## src/include/cipc_params.svh

```systemverilog
// constants for the card wide-io, drive-select and power control block
`ifndef CIPC_PARAMS_SVH
`define CIPC_PARAMS_SVH
`define CIPC_OFS_BUS_CTRL      8'h26
`define CIPC_OFS_WIDE_IO_SEL   8'h27
`define CIPC_OFS_DUAL_DRIVE    8'h28
`define CIPC_OFS_TIMER_COUNT   8'h2a
`define CIPC_OFS_POWER_CTRL    8'h2b
`define CIPC_OFS_STATUS        8'h30
`define CIPC_RST_BYTE          8'h00
`define CIPC_BUS_INT_GEN_BIT   1
`define CIPC_BUS_NTW_LSB       2
`define CIPC_BUS_SRC_LSB       5
`define CIPC_DD_ENABLE_BIT     0
`define CIPC_DD_POL_BIT        1
`define CIPC_DD_MASK           8'h03
`define CIPC_PC_NARROW_BIT     0
`define CIPC_PC_MODEM_BIT      1
`define CIPC_PC_CLK_OFF_BIT    2
`define CIPC_PC_PADS_BIT       3
`define CIPC_PC_TIMER_EN_BIT   4
`define CIPC_PC_BUSY_PD_BIT    5
`define CIPC_PC_EXT_PD_EN_BIT  6
`define CIPC_PC_EXT_PD_POL_BIT 7
`define CIPC_CSR_NARROW_BIT    5
`define CIPC_CSR_PWRDN_BIT     2
`define CIPC_DRVHEAD_DRV_BIT   4
`define CIPC_DRVHEAD_PRI       10'h1f6
`define CIPC_DRVHEAD_SEC       10'h176
`define CIPC_PRESCALE_LOG2     27
`endif

```

## src/include/cipc_pkg.sv

```systemverilog
// types shared by the card wide-io and power control block
package cipc_pkg;
    typedef enum logic [1:0] {
        CIPC_SRC_INTERNAL = 2'b00,
        CIPC_SRC_UNDEF    = 2'b01,
        CIPC_SRC_NARROW   = 2'b10,
        CIPC_SRC_HIGH     = 2'b11
    } cipc_sel_t;
    typedef enum logic [2:0] {
        CIPC_TMR_IDLE    = 3'b001,
        CIPC_TMR_COUNT   = 3'b010,
        CIPC_TMR_EXPIRED = 3'b100
    } cipc_tmr_state_t;
endpackage

```

## src/include/cipc_timer_if.sv

```systemverilog
// control and status carried between the top and the idle timer
`timescale 1ns/1ps
interface cipc_timer_if;
    logic       enable;
    logic       restart;
    logic [7:0] count;
    logic       expired;
    modport ctrl (output enable, output restart, output count, input expired);
    modport tmr  (input enable, input restart, input count, output expired);
endinterface

```

## src/cipc_top.sv

```systemverilog
// wide-io indication, drive select and power control register bank
// Operation
// - address select applies only while internal generation bit is set
// - set bit n drives indication low when host address nibble equals 2n
// - source field: 00 internal, 10 host narrow flag and 11 held high in host io mode, else internal
// - translation field: 00 off, 10 narrow flag, 11 forced, 01 undefined
// - host narrow flag is bit 5 of card config-status register
// - dual-drive bit 0 enables master/slave drive select
// - with bit 0 set, drive ata bus only when written drive bit matches polarity bit
// - drive/head writes are checked at primary and secondary addresses
// - idle timer restarts on host access and expiry powers down signals
// - timeout is clock period times two to 27 times count
// - power bit 0 selects 8-bit local bus, clear 16-bit
// - power bit 1 enables alternate modem pins
// - power bit 2 gates internal clocks after eeprom load
// - power bit 3 powers down host pads unless a card enable active
// - pad power-down blocks host config register access
// - power bit 4 enables timer, clear holds it reset
// - power bit 5 asserts busy while host power-down bit set and power bit 3 clear
// - power bit 6 lets expiry drive external power-down output
// - power bit 7 makes external power-down active low
// - bus bit 1 picks internal indication, else drive's input
//
// Decided for this implementation: the Wishbone register port.
`timescale 1ns/1ps
`include "cipc_params.svh"
module cipc_top import cipc_pkg::*; #(
    parameter int PRESCALE_LOG2 = `CIPC_PRESCALE_LOG2
) (
    input  wire logic        clk_i,
    input  wire logic        rst_i,
    input  wire logic        ce_i,
    input  wire logic        wb_cyc_i,
    input  wire logic        wb_stb_i,
    input  wire logic        wb_we_i,
    input  wire logic [7:0]  wb_adr_i,
    input  wire logic [3:0]  wb_sel_i,
    input  wire logic [31:0] wb_dat_i,
    output logic      [31:0] wb_dat_o,
    output logic             wb_ack_o,
    output logic             wb_err_o,
    input  wire logic [9:0]  host_address_i,
    input  wire logic        host_io_write_i,
    input  wire logic [7:0]  host_data_i,
    input  wire logic        host_card_enable_low_n_i,
    input  wire logic        host_card_enable_high_n_i,
    input  wire logic        host_io_mode_i,
    input  wire logic [7:0]  card_config_status_reg_i,
    input  wire logic        eeprom_load_done_i,
    input  wire logic        drive_wide_io_n_i,
    output logic             wide_io_n_o,
    output logic             narrow_host_wide_drive_o,
    output logic             drive_bus_enable_o,
    output logic             local_narrow_bus_o,
    output logic             alt_modem_pins_o,
    output logic             clocks_gated_o,
    output logic             host_pads_down_o,
    output logic             config_access_block_o,
    output logic             host_busy_o,
    output logic             noncritical_power_down_o,
    output logic             ext_power_down_out_o
);
    // pin inputs: three stages, a change counts when stages two and three agree
    logic [2:0]  ce1_s_q;
    logic [2:0]  ce2_s_q;
    logic [2:0]  wr_s_q;
    logic [2:0]  iom_s_q;
    logic [2:0]  dio_s_q;
    logic [2:0]  eld_s_q;
    logic        ce1_n_q;
    logic        ce2_n_q;
    logic        wr_q;
    logic        wr_prev_q;
    logic        iom_q;
    logic        dio_n_q;
    logic        eld_q;

    // address and data are sampled every enabled cycle through one stage, with no own synchroniser
    logic [9:0]  adr_q;
    logic [7:0]  dat_q;
    logic [7:0]  csr_q;

    function automatic logic settle(input logic cur, input logic [2:0] s);
        settle = (s[2] == s[1]) ? s[1] : cur;
    endfunction

    always_ff @(posedge clk_i) begin
        if (rst_i) begin
            ce1_s_q <= 3'h7;
            ce2_s_q <= 3'h7;
            wr_s_q  <= 3'h0;
            iom_s_q <= 3'h0;
            dio_s_q <= 3'h7;
            eld_s_q <= 3'h0;
            ce1_n_q <= 1'b1;
            ce2_n_q <= 1'b1;
            wr_q    <= 1'b0;
            wr_prev_q <= 1'b0;
            iom_q   <= 1'b0;
            dio_n_q <= 1'b1;
            eld_q   <= 1'b0;
        end else if (ce_i) begin
            ce1_s_q <= {ce1_s_q[1:0], host_card_enable_low_n_i};
            ce2_s_q <= {ce2_s_q[1:0], host_card_enable_high_n_i};
            wr_s_q  <= {wr_s_q[1:0], host_io_write_i};
            iom_s_q <= {iom_s_q[1:0], host_io_mode_i};
            dio_s_q <= {dio_s_q[1:0], drive_wide_io_n_i};
            eld_s_q <= {eld_s_q[1:0], eeprom_load_done_i};
            ce1_n_q <= settle(ce1_n_q, ce1_s_q);
            ce2_n_q <= settle(ce2_n_q, ce2_s_q);
            wr_q    <= settle(wr_q, wr_s_q);
            wr_prev_q <= wr_q;
            iom_q   <= settle(iom_q, iom_s_q);
            dio_n_q <= settle(dio_n_q, dio_s_q);
            eld_q   <= settle(eld_q, eld_s_q);
        end
    end

    // one-stage samples of the wide host buses
    always_ff @(posedge clk_i) begin
        if (rst_i) begin
            adr_q   <= 10'h000;
            dat_q   <= `CIPC_RST_BYTE;
            csr_q   <= `CIPC_RST_BYTE;
        end else if (ce_i) begin
            adr_q   <= host_address_i;
            dat_q   <= host_data_i;
            csr_q   <= card_config_status_reg_i;
        end
    end

    // registers
    logic [7:0]  bus_ctrl_q;
    logic [7:0]  wide_sel_q;
    logic [7:0]  dual_q;
    logic [7:0]  tcount_q;
    logic [7:0]  pwr_q;
    logic        drv_bit_q;

    wire         wb_req   = wb_cyc_i && wb_stb_i && !wb_ack_o && !wb_err_o;
    wire         lane0    = wb_sel_i[0];
    wire         hit_bus  = (wb_adr_i == `CIPC_OFS_BUS_CTRL);
    wire         hit_sel  = (wb_adr_i == `CIPC_OFS_WIDE_IO_SEL);
    wire         hit_dual = (wb_adr_i == `CIPC_OFS_DUAL_DRIVE);
    wire         hit_tcnt = (wb_adr_i == `CIPC_OFS_TIMER_COUNT);
    wire         hit_pwr  = (wb_adr_i == `CIPC_OFS_POWER_CTRL);
    wire         hit_stat = (wb_adr_i == `CIPC_OFS_STATUS);
    wire         hit_any  = hit_bus | hit_sel | hit_dual | hit_tcnt | hit_pwr | hit_stat;
    // a write lands at the ack edge, while address and data still stand
    wire         wr_en    = wb_cyc_i && wb_stb_i && wb_ack_o && wb_we_i && lane0 && hit_any;
    wire         wr_bus   = wr_en && hit_bus;
    wire         wr_sel   = wr_en && hit_sel;
    wire         wr_dual  = wr_en && hit_dual;
    wire         wr_tcnt  = wr_en && hit_tcnt;
    wire         wr_pwr   = wr_en && hit_pwr;

    // host side decode
    wire         card_sel   = !ce1_n_q || !ce2_n_q;
    wire         pads_off   = pwr_q[`CIPC_PC_PADS_BIT];
    wire         host_wr_edge = wr_q && !wr_prev_q;
    wire         host_access = card_sel && host_wr_edge;
    wire         drvhead_hit = (adr_q == `CIPC_DRVHEAD_PRI) || (adr_q == `CIPC_DRVHEAD_SEC);
    wire         narrow_flag = csr_q[`CIPC_CSR_NARROW_BIT];
    wire         pwrdn_req   = csr_q[`CIPC_CSR_PWRDN_BIT] && !pads_off;
    wire         nib_even    = !adr_q[0];
    wire         nib_hit     = nib_even && wide_sel_q[adr_q[3:1]];
    wire         int_gen     = bus_ctrl_q[`CIPC_BUS_INT_GEN_BIT];
    cipc_sel_t   src_sel;
    cipc_sel_t   ntw_sel;
    assign src_sel = cipc_sel_t'(bus_ctrl_q[`CIPC_BUS_SRC_LSB +: 2]);
    assign ntw_sel = cipc_sel_t'(bus_ctrl_q[`CIPC_BUS_NTW_LSB +: 2]);

    logic        wide_n_d;
    logic        ntw_d;
    always_comb begin
        wide_n_d = dio_n_q;
        if (int_gen) begin
            unique case (src_sel)
                CIPC_SRC_INTERNAL: wide_n_d = !(card_sel && nib_hit);
                CIPC_SRC_NARROW:   wide_n_d = iom_q ? narrow_flag : !(card_sel && nib_hit);
                CIPC_SRC_HIGH:     wide_n_d = iom_q ? 1'b1 : !(card_sel && nib_hit);
                CIPC_SRC_UNDEF:    wide_n_d = !(card_sel && nib_hit);
            endcase
        end
        unique case (ntw_sel)
            CIPC_SRC_INTERNAL: ntw_d = 1'b0;
            CIPC_SRC_NARROW:   ntw_d = narrow_flag;
            CIPC_SRC_HIGH:     ntw_d = 1'b1;
            CIPC_SRC_UNDEF:    ntw_d = 1'b0;
        endcase
    end

    // idle timer
    cipc_timer_if tif ();
    assign tif.enable  = pwr_q[`CIPC_PC_TIMER_EN_BIT];
    assign tif.restart = card_sel && (wr_q || host_wr_edge);
    assign tif.count   = tcount_q;

    cipc_idle_timer #(
        .PRESCALE_LOG2 (PRESCALE_LOG2)
    ) u_timer (
        .clk_i (clk_i),
        .rst_i (rst_i),
        .ce_i  (ce_i),
        .tif   (tif)
    );

    wire         ext_active = pwr_q[`CIPC_PC_EXT_PD_EN_BIT] && tif.expired;
    wire         ext_level  = pwr_q[`CIPC_PC_EXT_PD_POL_BIT] ? !ext_active : ext_active;

    wire [7:0]   status = {2'b00, tif.expired, drv_bit_q, eld_q, card_sel, host_busy_o, ext_active};
    logic [7:0]  rd_byte;
    always_comb begin
        rd_byte = `CIPC_RST_BYTE;
        if (hit_bus)  rd_byte = bus_ctrl_q;
        if (hit_sel)  rd_byte = wide_sel_q;
        if (hit_dual) rd_byte = dual_q & `CIPC_DD_MASK;
        if (hit_tcnt) rd_byte = tcount_q;
        if (hit_pwr)  rd_byte = pwr_q;
        if (hit_stat) rd_byte = status;
    end

    // wishbone slave: one-cycle answer, unmapped offsets answer with err
    always_ff @(posedge clk_i) begin
        if (rst_i) begin
            wb_ack_o <= 1'b0;
            wb_err_o <= 1'b0;
            wb_dat_o <= 32'h0000_0000;
        end else if (ce_i) begin
            wb_ack_o <= wb_req && hit_any;
            wb_err_o <= wb_req && !hit_any;
            wb_dat_o <= {24'h00_0000, rd_byte};
        end
    end

    always_ff @(posedge clk_i) begin
        if (rst_i) begin
            bus_ctrl_q <= `CIPC_RST_BYTE;
            wide_sel_q <= `CIPC_RST_BYTE;
            dual_q     <= `CIPC_RST_BYTE;
            tcount_q   <= `CIPC_RST_BYTE;
            pwr_q      <= `CIPC_RST_BYTE;
        end else if (ce_i) begin
            if (wr_bus)  bus_ctrl_q <= wb_dat_i[7:0];
            if (wr_sel)  wide_sel_q <= wb_dat_i[7:0];
            if (wr_dual) dual_q     <= wb_dat_i[7:0] & `CIPC_DD_MASK;
            if (wr_tcnt) tcount_q   <= wb_dat_i[7:0];
            if (wr_pwr)  pwr_q      <= wb_dat_i[7:0];
        end
    end

    // drive select latch from host drive/head writes
    always_ff @(posedge clk_i) begin
        if (rst_i) begin
            drv_bit_q <= 1'b0;
        end else if (ce_i && host_access && drvhead_hit) begin
            drv_bit_q <= dat_q[`CIPC_DRVHEAD_DRV_BIT];
        end
    end

    wire         ms_en     = dual_q[`CIPC_DD_ENABLE_BIT];
    wire         drive_ok  = !ms_en || (drv_bit_q == dual_q[`CIPC_DD_POL_BIT]);

    // registered outputs
    always_ff @(posedge clk_i) begin
        if (rst_i) begin
            wide_io_n_o              <= 1'b1;
            narrow_host_wide_drive_o <= 1'b0;
            drive_bus_enable_o       <= 1'b1;
        end else if (ce_i) begin
            wide_io_n_o              <= wide_n_d;
            narrow_host_wide_drive_o <= ntw_d;
            drive_bus_enable_o       <= drive_ok;
        end
    end

    // local interface options
    always_ff @(posedge clk_i) begin
        if (rst_i) begin
            local_narrow_bus_o       <= 1'b0;
            alt_modem_pins_o         <= 1'b0;
            clocks_gated_o           <= 1'b0;
        end else if (ce_i) begin
            local_narrow_bus_o       <= pwr_q[`CIPC_PC_NARROW_BIT];
            alt_modem_pins_o         <= pwr_q[`CIPC_PC_MODEM_BIT];
            clocks_gated_o           <= pwr_q[`CIPC_PC_CLK_OFF_BIT] && eld_q;
        end
    end

    // power-down outputs
    always_ff @(posedge clk_i) begin
        if (rst_i) begin
            host_pads_down_o         <= 1'b0;
            config_access_block_o    <= 1'b0;
            host_busy_o              <= 1'b0;
            noncritical_power_down_o <= 1'b0;
            ext_power_down_out_o     <= 1'b0;
        end else if (ce_i) begin
            host_pads_down_o         <= pads_off && !card_sel;
            config_access_block_o    <= pads_off;
            host_busy_o              <= pwr_q[`CIPC_PC_BUSY_PD_BIT] && pwrdn_req;
            noncritical_power_down_o <= tif.expired;
            ext_power_down_out_o     <= ext_level;
        end
    end
endmodule

```

## src/cipc_idle_timer.sv

```systemverilog
// power management idle timer: prescaler times programmed count
`timescale 1ns/1ps
`include "cipc_params.svh"
module cipc_idle_timer import cipc_pkg::*; #(
    parameter int PRESCALE_LOG2 = `CIPC_PRESCALE_LOG2
) (
    input  wire logic  clk_i,
    input  wire logic  rst_i,
    input  wire logic  ce_i,
    cipc_timer_if.tmr  tif
);
    cipc_tmr_state_t        state_q;
    logic [PRESCALE_LOG2-1:0] pre_q;
    logic [7:0]             units_q;
    wire                    pre_wrap = &pre_q;
    wire                    last_unit = (units_q == tif.count - 8'h01);
    wire                    run = tif.enable && (tif.count != 8'h00);

    assign tif.expired = (state_q == CIPC_TMR_EXPIRED);

    always_ff @(posedge clk_i) begin
        if (rst_i || !run) begin
            state_q <= CIPC_TMR_IDLE;
            pre_q   <= '0;
            units_q <= `CIPC_RST_BYTE;
        end else if (ce_i) begin
            if (tif.restart) begin
                state_q <= CIPC_TMR_COUNT;
                pre_q   <= '0;
                units_q <= `CIPC_RST_BYTE;
            end else begin
                unique case (state_q)
                    CIPC_TMR_IDLE: begin
                        state_q <= CIPC_TMR_COUNT;
                    end
                    CIPC_TMR_COUNT: begin
                        pre_q <= pre_q + 1'b1;
                        if (pre_wrap) begin
                            if (last_unit) begin
                                state_q <= CIPC_TMR_EXPIRED;
                            end else begin
                                units_q <= units_q + 8'h01;
                            end
                        end
                    end
                    CIPC_TMR_EXPIRED: begin
                        state_q <= CIPC_TMR_EXPIRED;
                    end
                endcase
            end
        end
    end
endmodule

```

## config.mk

```make
export PLATFORM = sky130hd
export DESIGN_NAME = cipc_top
export DESIGN_NICKNAME = d
export VERILOG_FILES = /design/src/include/cipc_pkg.sv /design/src/include/cipc_timer_if.sv /design/src/cipc_top.sv /design/src/cipc_idle_timer.sv
export VERILOG_INCLUDE_DIRS = /design/src /design/src/include
export SDC_FILE = /design/constraint.sdc
export NUM_CORES = 1
export LEC_CHECK = 0
export ABC_AREA = 1
export BUFFER_PORTS_ARGS = -buffer_cell sky130_fd_sc_hd__buf_2
export CAP_MARGIN = 20
export CORE_ASPECT_RATIO = 0.7
export CORE_UTILIZATION = 31
export CTS_CLUSTER_SIZE = 8
export DETAILED_ROUTE_END_ITERATION = 10
export PLACE_DENSITY = 0.6
export RECOVER_POWER = 50
export SETUP_SLACK_MARGIN = 0.02
export SLEW_MARGIN = 10
export SYNTH_ARGS = -nofsm -noshare
export SYNTH_HDL_FRONTEND = slang
export SYNTH_SLANG_ARGS = --single-unit
export TNS_END_PERCENT = 50
```

## constraint.sdc

```tcl
create_clock -name clk_i -period 4.2 [get_ports clk_i]
set_input_delay 0.84 -clock clk_i [delete_from_list [all_inputs] [get_ports clk_i]]
set_output_delay 0.84 -clock clk_i [all_outputs]
set_load 0.05 [all_outputs]
```

==> results of run 1 <==
==> registers in the layout, summed over array words and instances (netlist names), 8 cells and up <==
register and flops:
adr_q 9, bus_ctrl_q 8, pwr_q 8, tcount_q 8, u_timer.pre_q 27, u_timer.units_q 8, wb_dat_o 8, wide_sel_q 8
==> cells in the mapped netlist, drive strengths merged <==
cell type    n  area share, %
nand2      186             11
dfxtp      131             40
nor2       115            8.0
inv        106            6.1
a21oi       88            6.8
o21ai       72            5.5
nand3       50            4.8
buf         36            4.1
clkbuf      20            1.2
o211a       19            2.9
nand4       16            1.5
nor3        12            1.5
o22ai        8           0.77
nor4         6           0.58
a31oi        4           0.38
ha           4           0.77
o211ai       4           0.46
o21a         4           0.46
xor2         4           0.54
nand3b       3           0.54
a211oi       2           0.23
nor3b        2           0.23
o2111ai      2           0.27
xnor2        2           0.27
conb         1          0.058
o21ba        1           0.15
o221ai       1           0.13
or2          1          0.096
==> cells by family after synthesis <==
group	Yosys count	synth area share (%)
flip-flops	131	40.3
adder cells (fa/ha/maj)	4	0.770
AO/OA/AOI/OAI	205	18.1
other	1	0.0577
XOR/XNOR	6	0.808
buffers and inverters	162	11.3
AND/OR/NAND/NOR	391	28.6
==> per-layer routing <==
layer	up-vias	part of all wire (%)
met5	-	0
met4	0	0.86
met3	20	7.3
met2	184	36
met1	2730	55
li1	3025	-
==> layout make-up <==
| cell class | instances | area [µm²] | share of cell area, % |
|---|---|---|---|
| clock inverter | 15 | 193 | 2.57 |
| clock buffer | 17 | 425 | 5.68 |
| sequential | 131 | 2620 | 35.0 |
| inverter | 106 | 398 | 5.31 |
| timing repair buffer | 65 | 303 | 4.04 |
| multi-input combinational | 630 | 3220 | 42.9 |
| tap | 270 | 338 | 4.51 |
==> power by group through the flow <==
stage / clock network [µW] / registers, µW / logic [µW]
2_1_floorplan: 0 / 1330 / 144
3_3_place_gp: 0 / 1310 / 199
3_5_place_dp: 0 / 1310 / 200
4_1_cts: 1570 / 1280 / 201
5_1_grt: 1640 / 1290 / 217
6_report: 1550 / 1280 / 199
==> metrics by stage <==
step                      std cells  util (%)  instance area [µm²]
after global placement         1202      34.3                 6920
after CTS                      1234      37.4                 7540
after global routing           1234      37.2                 7500
after floorplan                 923         -                 6590
final                          1234      37.2                 7500
after detailed placement       1202      34.3                 6920
==> placed cells by master, fill, tap and decap left out, drive strengths merged, types with 5 or more instances in the layout <==
master,instances
a21oi,88
buf,41
clkbuf,41
clkinv,5
conb,24
dfxtp,131
inv,113
nand2,186
nand3,50
nand4,16
nor2,115
nor3,12
nor4,6
o211a,19
o21ai,72
o22ai,8
==> critical path, stage by stage <==
cell	delay (ns)
clkbuf_1	0.95
nand2_1	0.35
nor2_1	0.39
nand3_2	0.17
nor2_1	0.31
nand2_1	0.14
o21ai_0	0.17
a21oi_1	0.05
==> how the worst max path moves through the flow <==
| stage | slack [ns] | start | depth (start not counted) | end |
|---|---|---|---|---|
| after CTS | 1.72 | tcount_q[0] | 9 | u_timer.pre_q[7] |
| after global placement | 1.37 | ce_i | 8 | u_timer.pre_q[7] |
| after global routing | 0.77 | ce_i | 8 | u_timer.pre_q[25] |
| after floorplan | 2.07 | wb_adr_i[7] | 10 | tcount_q[0] |
| final | 1.12 | ce_i | 8 | u_timer.pre_q[25] |
| after detailed placement | 1.39 | ce_i | 8 | u_timer.pre_q[7] |
==> impl_metrics.toml, run 1 <==
[final_layout]
nets = 1037
fill_cells = 2127
drive_gt1_share_pct = 11.5
num_antenna_cells = 0
syn_to_final_growth_pct = 15.3

[route]
vias = 5959
route.detailed.drc = 0
wl_per_cell_um = 13.8
finalWirelength_um = 17100
drt_iter0_drc = 504
viasPerCell = 4.83
dr.pass1.iters = 5
ant_nets = 0

[timing]
setup_violations = 0
worstMarginPinSlew_ns = 1.34
min_period_ns = 3.08
fin_ws_ns = 1.12
relSlewSlack_pct = 10.7
slew_violations = 0
setup_tns_ns = 0
fmax_ghz = 0.325
holdWs_ns = 0.450
rsz0062_at_grt = "false"
clock_skew_ns = 0.0192
final.period_utilization_pct = 73.3
hold_viol = 0

[clock_tree]
clockBufferDepth = 2
cts.sinks = 131
cts_setup_buffers = 0
cts_resized = 0
cts_made_buffers = 17
path_clk_slew_ns = 0.06
root_buffer = "clkbuf_16"
clock_latency_ns = 0.43
cts_max_level = 4
cts_tree = "yes"
postCtsHoldBufs = 0

[global_route]
met2_usage_pct = 20.4
grt_max_degree = 66
antenna_found_initial = 0
met3_usage_pct = 3.54
gr-total-overflow = 0
grt_pass1_vias = 5175
busiest_layer = "met1"
grt_usage_pct = 16.5
grt_pass1_wl_um = 27600
use_met1_pct = 27.3

[synthesis]
avgSynthCellArea_um2 = 7.22
synth_seq_cells = 131
syn_inst = 900
yosys_warnings = 0
yosysUniqueCellTypes = 43
synth_area_um2 = 6500
seq_area_frac_synth_pct = 40.3

[place]
io_buffer_count = 61
gp_congestion = 0.844
pre_cts_ws_ns = 1.39
place_hpwl_um = 12400

[power_and_ir_drop]
max-vdd-ir-drop_mv = 0.293
switching_share_pct = 27.0
p_int_uw = 2220
clkPwrFrac_pct = 51.2
p_per_area_nw_per_um2 = 405
pwr-share-seq_pct = 42.3
total_power_uw = 3040
power.net_switching_uw = 819
power_leakage_uw = 0.00332
power_frac_comb_pct = 6.6

[die]
io_pins = 127
row_count = 43
coreArea_um2 = 20200
initial_core_util_pct = 32.2
die_y_um = 123
die_w_um = 175
die_area_um2 = 21600

[critical_path]
arrival_ns = 3.39
r2r_start = "tcount_q[0]"
rr_endpoint = "u_timer.pre_q[7]"
r2r.worst_path.cells = 9
cp_max_fo = 27
cp_data_required_time_ns = 4.51
critPathCaptureType = "flip-flop"
critPathKind = "in2reg"
rrSetupSlack_ns = 1.78
cp-start-kind = "primary input"

[min_path]
hold_end = "adr_q[9]"
min-delay-start = "adr_q[9]"
min_path_type = "reg2reg"
hold_depth = 2

[flow_run]
cap_viol_max_count = 0

[outcome]
outcome = "finished, final reports clean"
(Power assumes the default switching activity.)
==> run 2, diff against run 1 <==
clock period = 3.11 ns   (was 4.2 ns; I/O delays follow)
==> run 2 against run 1 <==
  * Routed wire length grew 1.8%
  * Clock skew fell by 0.010 ns
  * Power rose by 29%
  * Critical endpoint is now wb_dat_o[1]
==> impl_metrics.toml, run 2 (same netlist as run 1, synthesis figures left out) <==
[flow_run]
cap_viol_max_count = 0

[die]
initial_core_util_pct = 32.2
coreArea_um2 = 20200
row_count = 43
die_w_um = 175
io_pins = 127
die_area_um2 = 21600
die_y_um = 123

[power_and_ir_drop]
power_leakage_uw = 0.00331
p_per_area_nw_per_um2 = 524
max-vdd-ir-drop_mv = 0.337

[route]
viasPerCell = 4.78
dr.pass1.iters = 5
wl_per_cell_um = 14.0
drt_iter0_drc = 391
finalWirelength_um = 17400
route.detailed.drc = 0
vias = 5915
ant_nets = 0

[clock_tree]
cts_max_level = 4
cts_setup_buffers = 0
path_clk_slew_ns = 0.07
cts_made_buffers = 17
cts_tree = "yes"
clockBufferDepth = 2
root_buffer = "clkbuf_16"
postCtsHoldBufs = 0
cts_resized = 0
cts.sinks = 131
clock_latency_ns = 0.43

[timing]
setup_violations = 0
clock_skew_ns = 0.00914
final.period_utilization_pct = 83.8
fin_ws_ns = 0.505
hold_viol = 0
slew_violations = 0
worstMarginPinSlew_ns = 1.29
rsz0062_at_grt = "false"
fmax_ghz = 0.384
setup_tns_ns = 0
relSlewSlack_pct = 13.7
holdWs_ns = 0.404
min_period_ns = 2.61

[critical_path]
rrSetupSlack_ns = 0.81
r2r_start = "tcount_q[0]"
cp_cell_sequence = "clkbuf_1, inv_2, clkbuf_2, a21oi_1, o2111ai_1, nand2_1, inv_1"
cp-start-kind = "primary input"
arrival_ns = 2.93
rr_endpoint = "u_timer.pre_q[17]"
crit_buf_inv = 4
r2r.worst_path.cells = 10
cp_data_required_time_ns = 3.43
cpMaxStageDelayCell = "clkbuf_2"
cp_slowest_stage_delay_ns = 0.71
crit_family = "buffers and inverters"
critPathCaptureType = "flip-flop"
cp-startpoint = "ce_i"
endpoint = "wb_dat_o[1]"
crit_cells = 7
critPathKind = "in2reg"
cp_max_fo = 65

[global_route]
gr-total-overflow = 0
grt_max_degree = 66
antenna_found_initial = 0
grt_pass1_vias = 5301
grt_usage_pct = 16.7
grt_pass1_wl_um = 28100

[final_layout]
final_cell_mix = "175 x nand2_1, 131 x dfxtp_1, 103 x nor2_1"
fill_cells = 2141
final_common_cell = "nand2_1"
regMostFlops = "u_timer.pre_q"
largest_reg_flops = 27
nets = 1041
syn_to_final_growth_pct = 15.0
num_antenna_cells = 0
drive_gt1_share_pct = 12.6
top_regs = "u_timer.pre_q (27), adr_q (9)"

[place]
gp_congestion = 0.861
place_hpwl_um = 12600
io_buffer_count = 61
pre_cts_ws_ns = 0.795

[outcome]
outcome = "finished, final reports clean"

[min_path]
min_path_type = "in2reg"
==> run 2: cell count changes in the layout (fill, tap and decap cells not counted), moves of 2 or more <==
cell / previous run / this run
buf_4: 3 / 6
clkinvlp_4: 1 / 4
inv_2: 4 / 7
inv_8: 5 / 2
bufinv_16: 2 / 0
clkbuf_1: 24 / 22
clkbuf_2: 0 / 2
inv_1: 101 / 99
inv_6: 3 / 5
==> run 2: per-layer routing <==
layer  track usage (%)  vias to the layer above  wire length, µm  share of wire (%)
met1              26.5                     2671             9570                 55
met4              4.40                        0              191                1.1
met2              21.3                      192             6330                 36
met5                 0                        -                0                  0
met3              4.55                       18             1280                7.4
li1                  -                     3034                -                  -
==> run 2: how the worst min path moves through the flow <==
stage                                  from  cells past startpoint       endpoint  slack [ns]
final                     drive_wide_io_n_i                      3     dio_s_q[0]        0.40
after global routing      drive_wide_io_n_i                      3     dio_s_q[0]        0.42
after global placement        bus_ctrl_q[0]                      2  bus_ctrl_q[0]        0.44
after detailed placement         dio_s_q[0]                      2     dio_s_q[0]        0.44
after CTS                 drive_wide_io_n_i                      3     dio_s_q[0]        0.40
after floorplan                    adr_q[9]                      2       adr_q[9]        0.42
==> run 2: power by group <==
group,total [µW],switching [µW],internal (µW)
clock network,1910,844,1060
logic,274,213,61.4
registers,1730,21.9,1710
total,3920,1080,2840
==> run 2: tightest hold or removal path: stages <==
cell	delay (ns)
buf_2	0.08
nand2_1	0.04
nand3_1	0.06
==> run 2: cell type report <==
cell class | instances | area (µm²) | share of cell area (%)
clock inverters | 14 | 119 | 1.59
repair buffers | 69 | 333 | 4.45
flip-flops and latches | 131 | 2620 | 35.1
clock buffers | 18 | 439 | 5.87
multi-input cells | 630 | 3230 | 43.2
inverters | 106 | 398 | 5.32
well taps | 270 | 338 | 4.52
==> run 2: stage by stage <==
step / util [%] / power, µW / cells / area (µm²)
after floorplan: - / 1980 / 923 / 6590
after global placement: 34.4 / 2040 / 1206 / 6950
after detailed placement: 34.4 / 2050 / 1206 / 6950
after CTS: 37.2 / 3940 / 1238 / 7510
after global routing: 37.1 / 4050 / 1238 / 7480
final: 37.1 / 3920 / 1238 / 7480
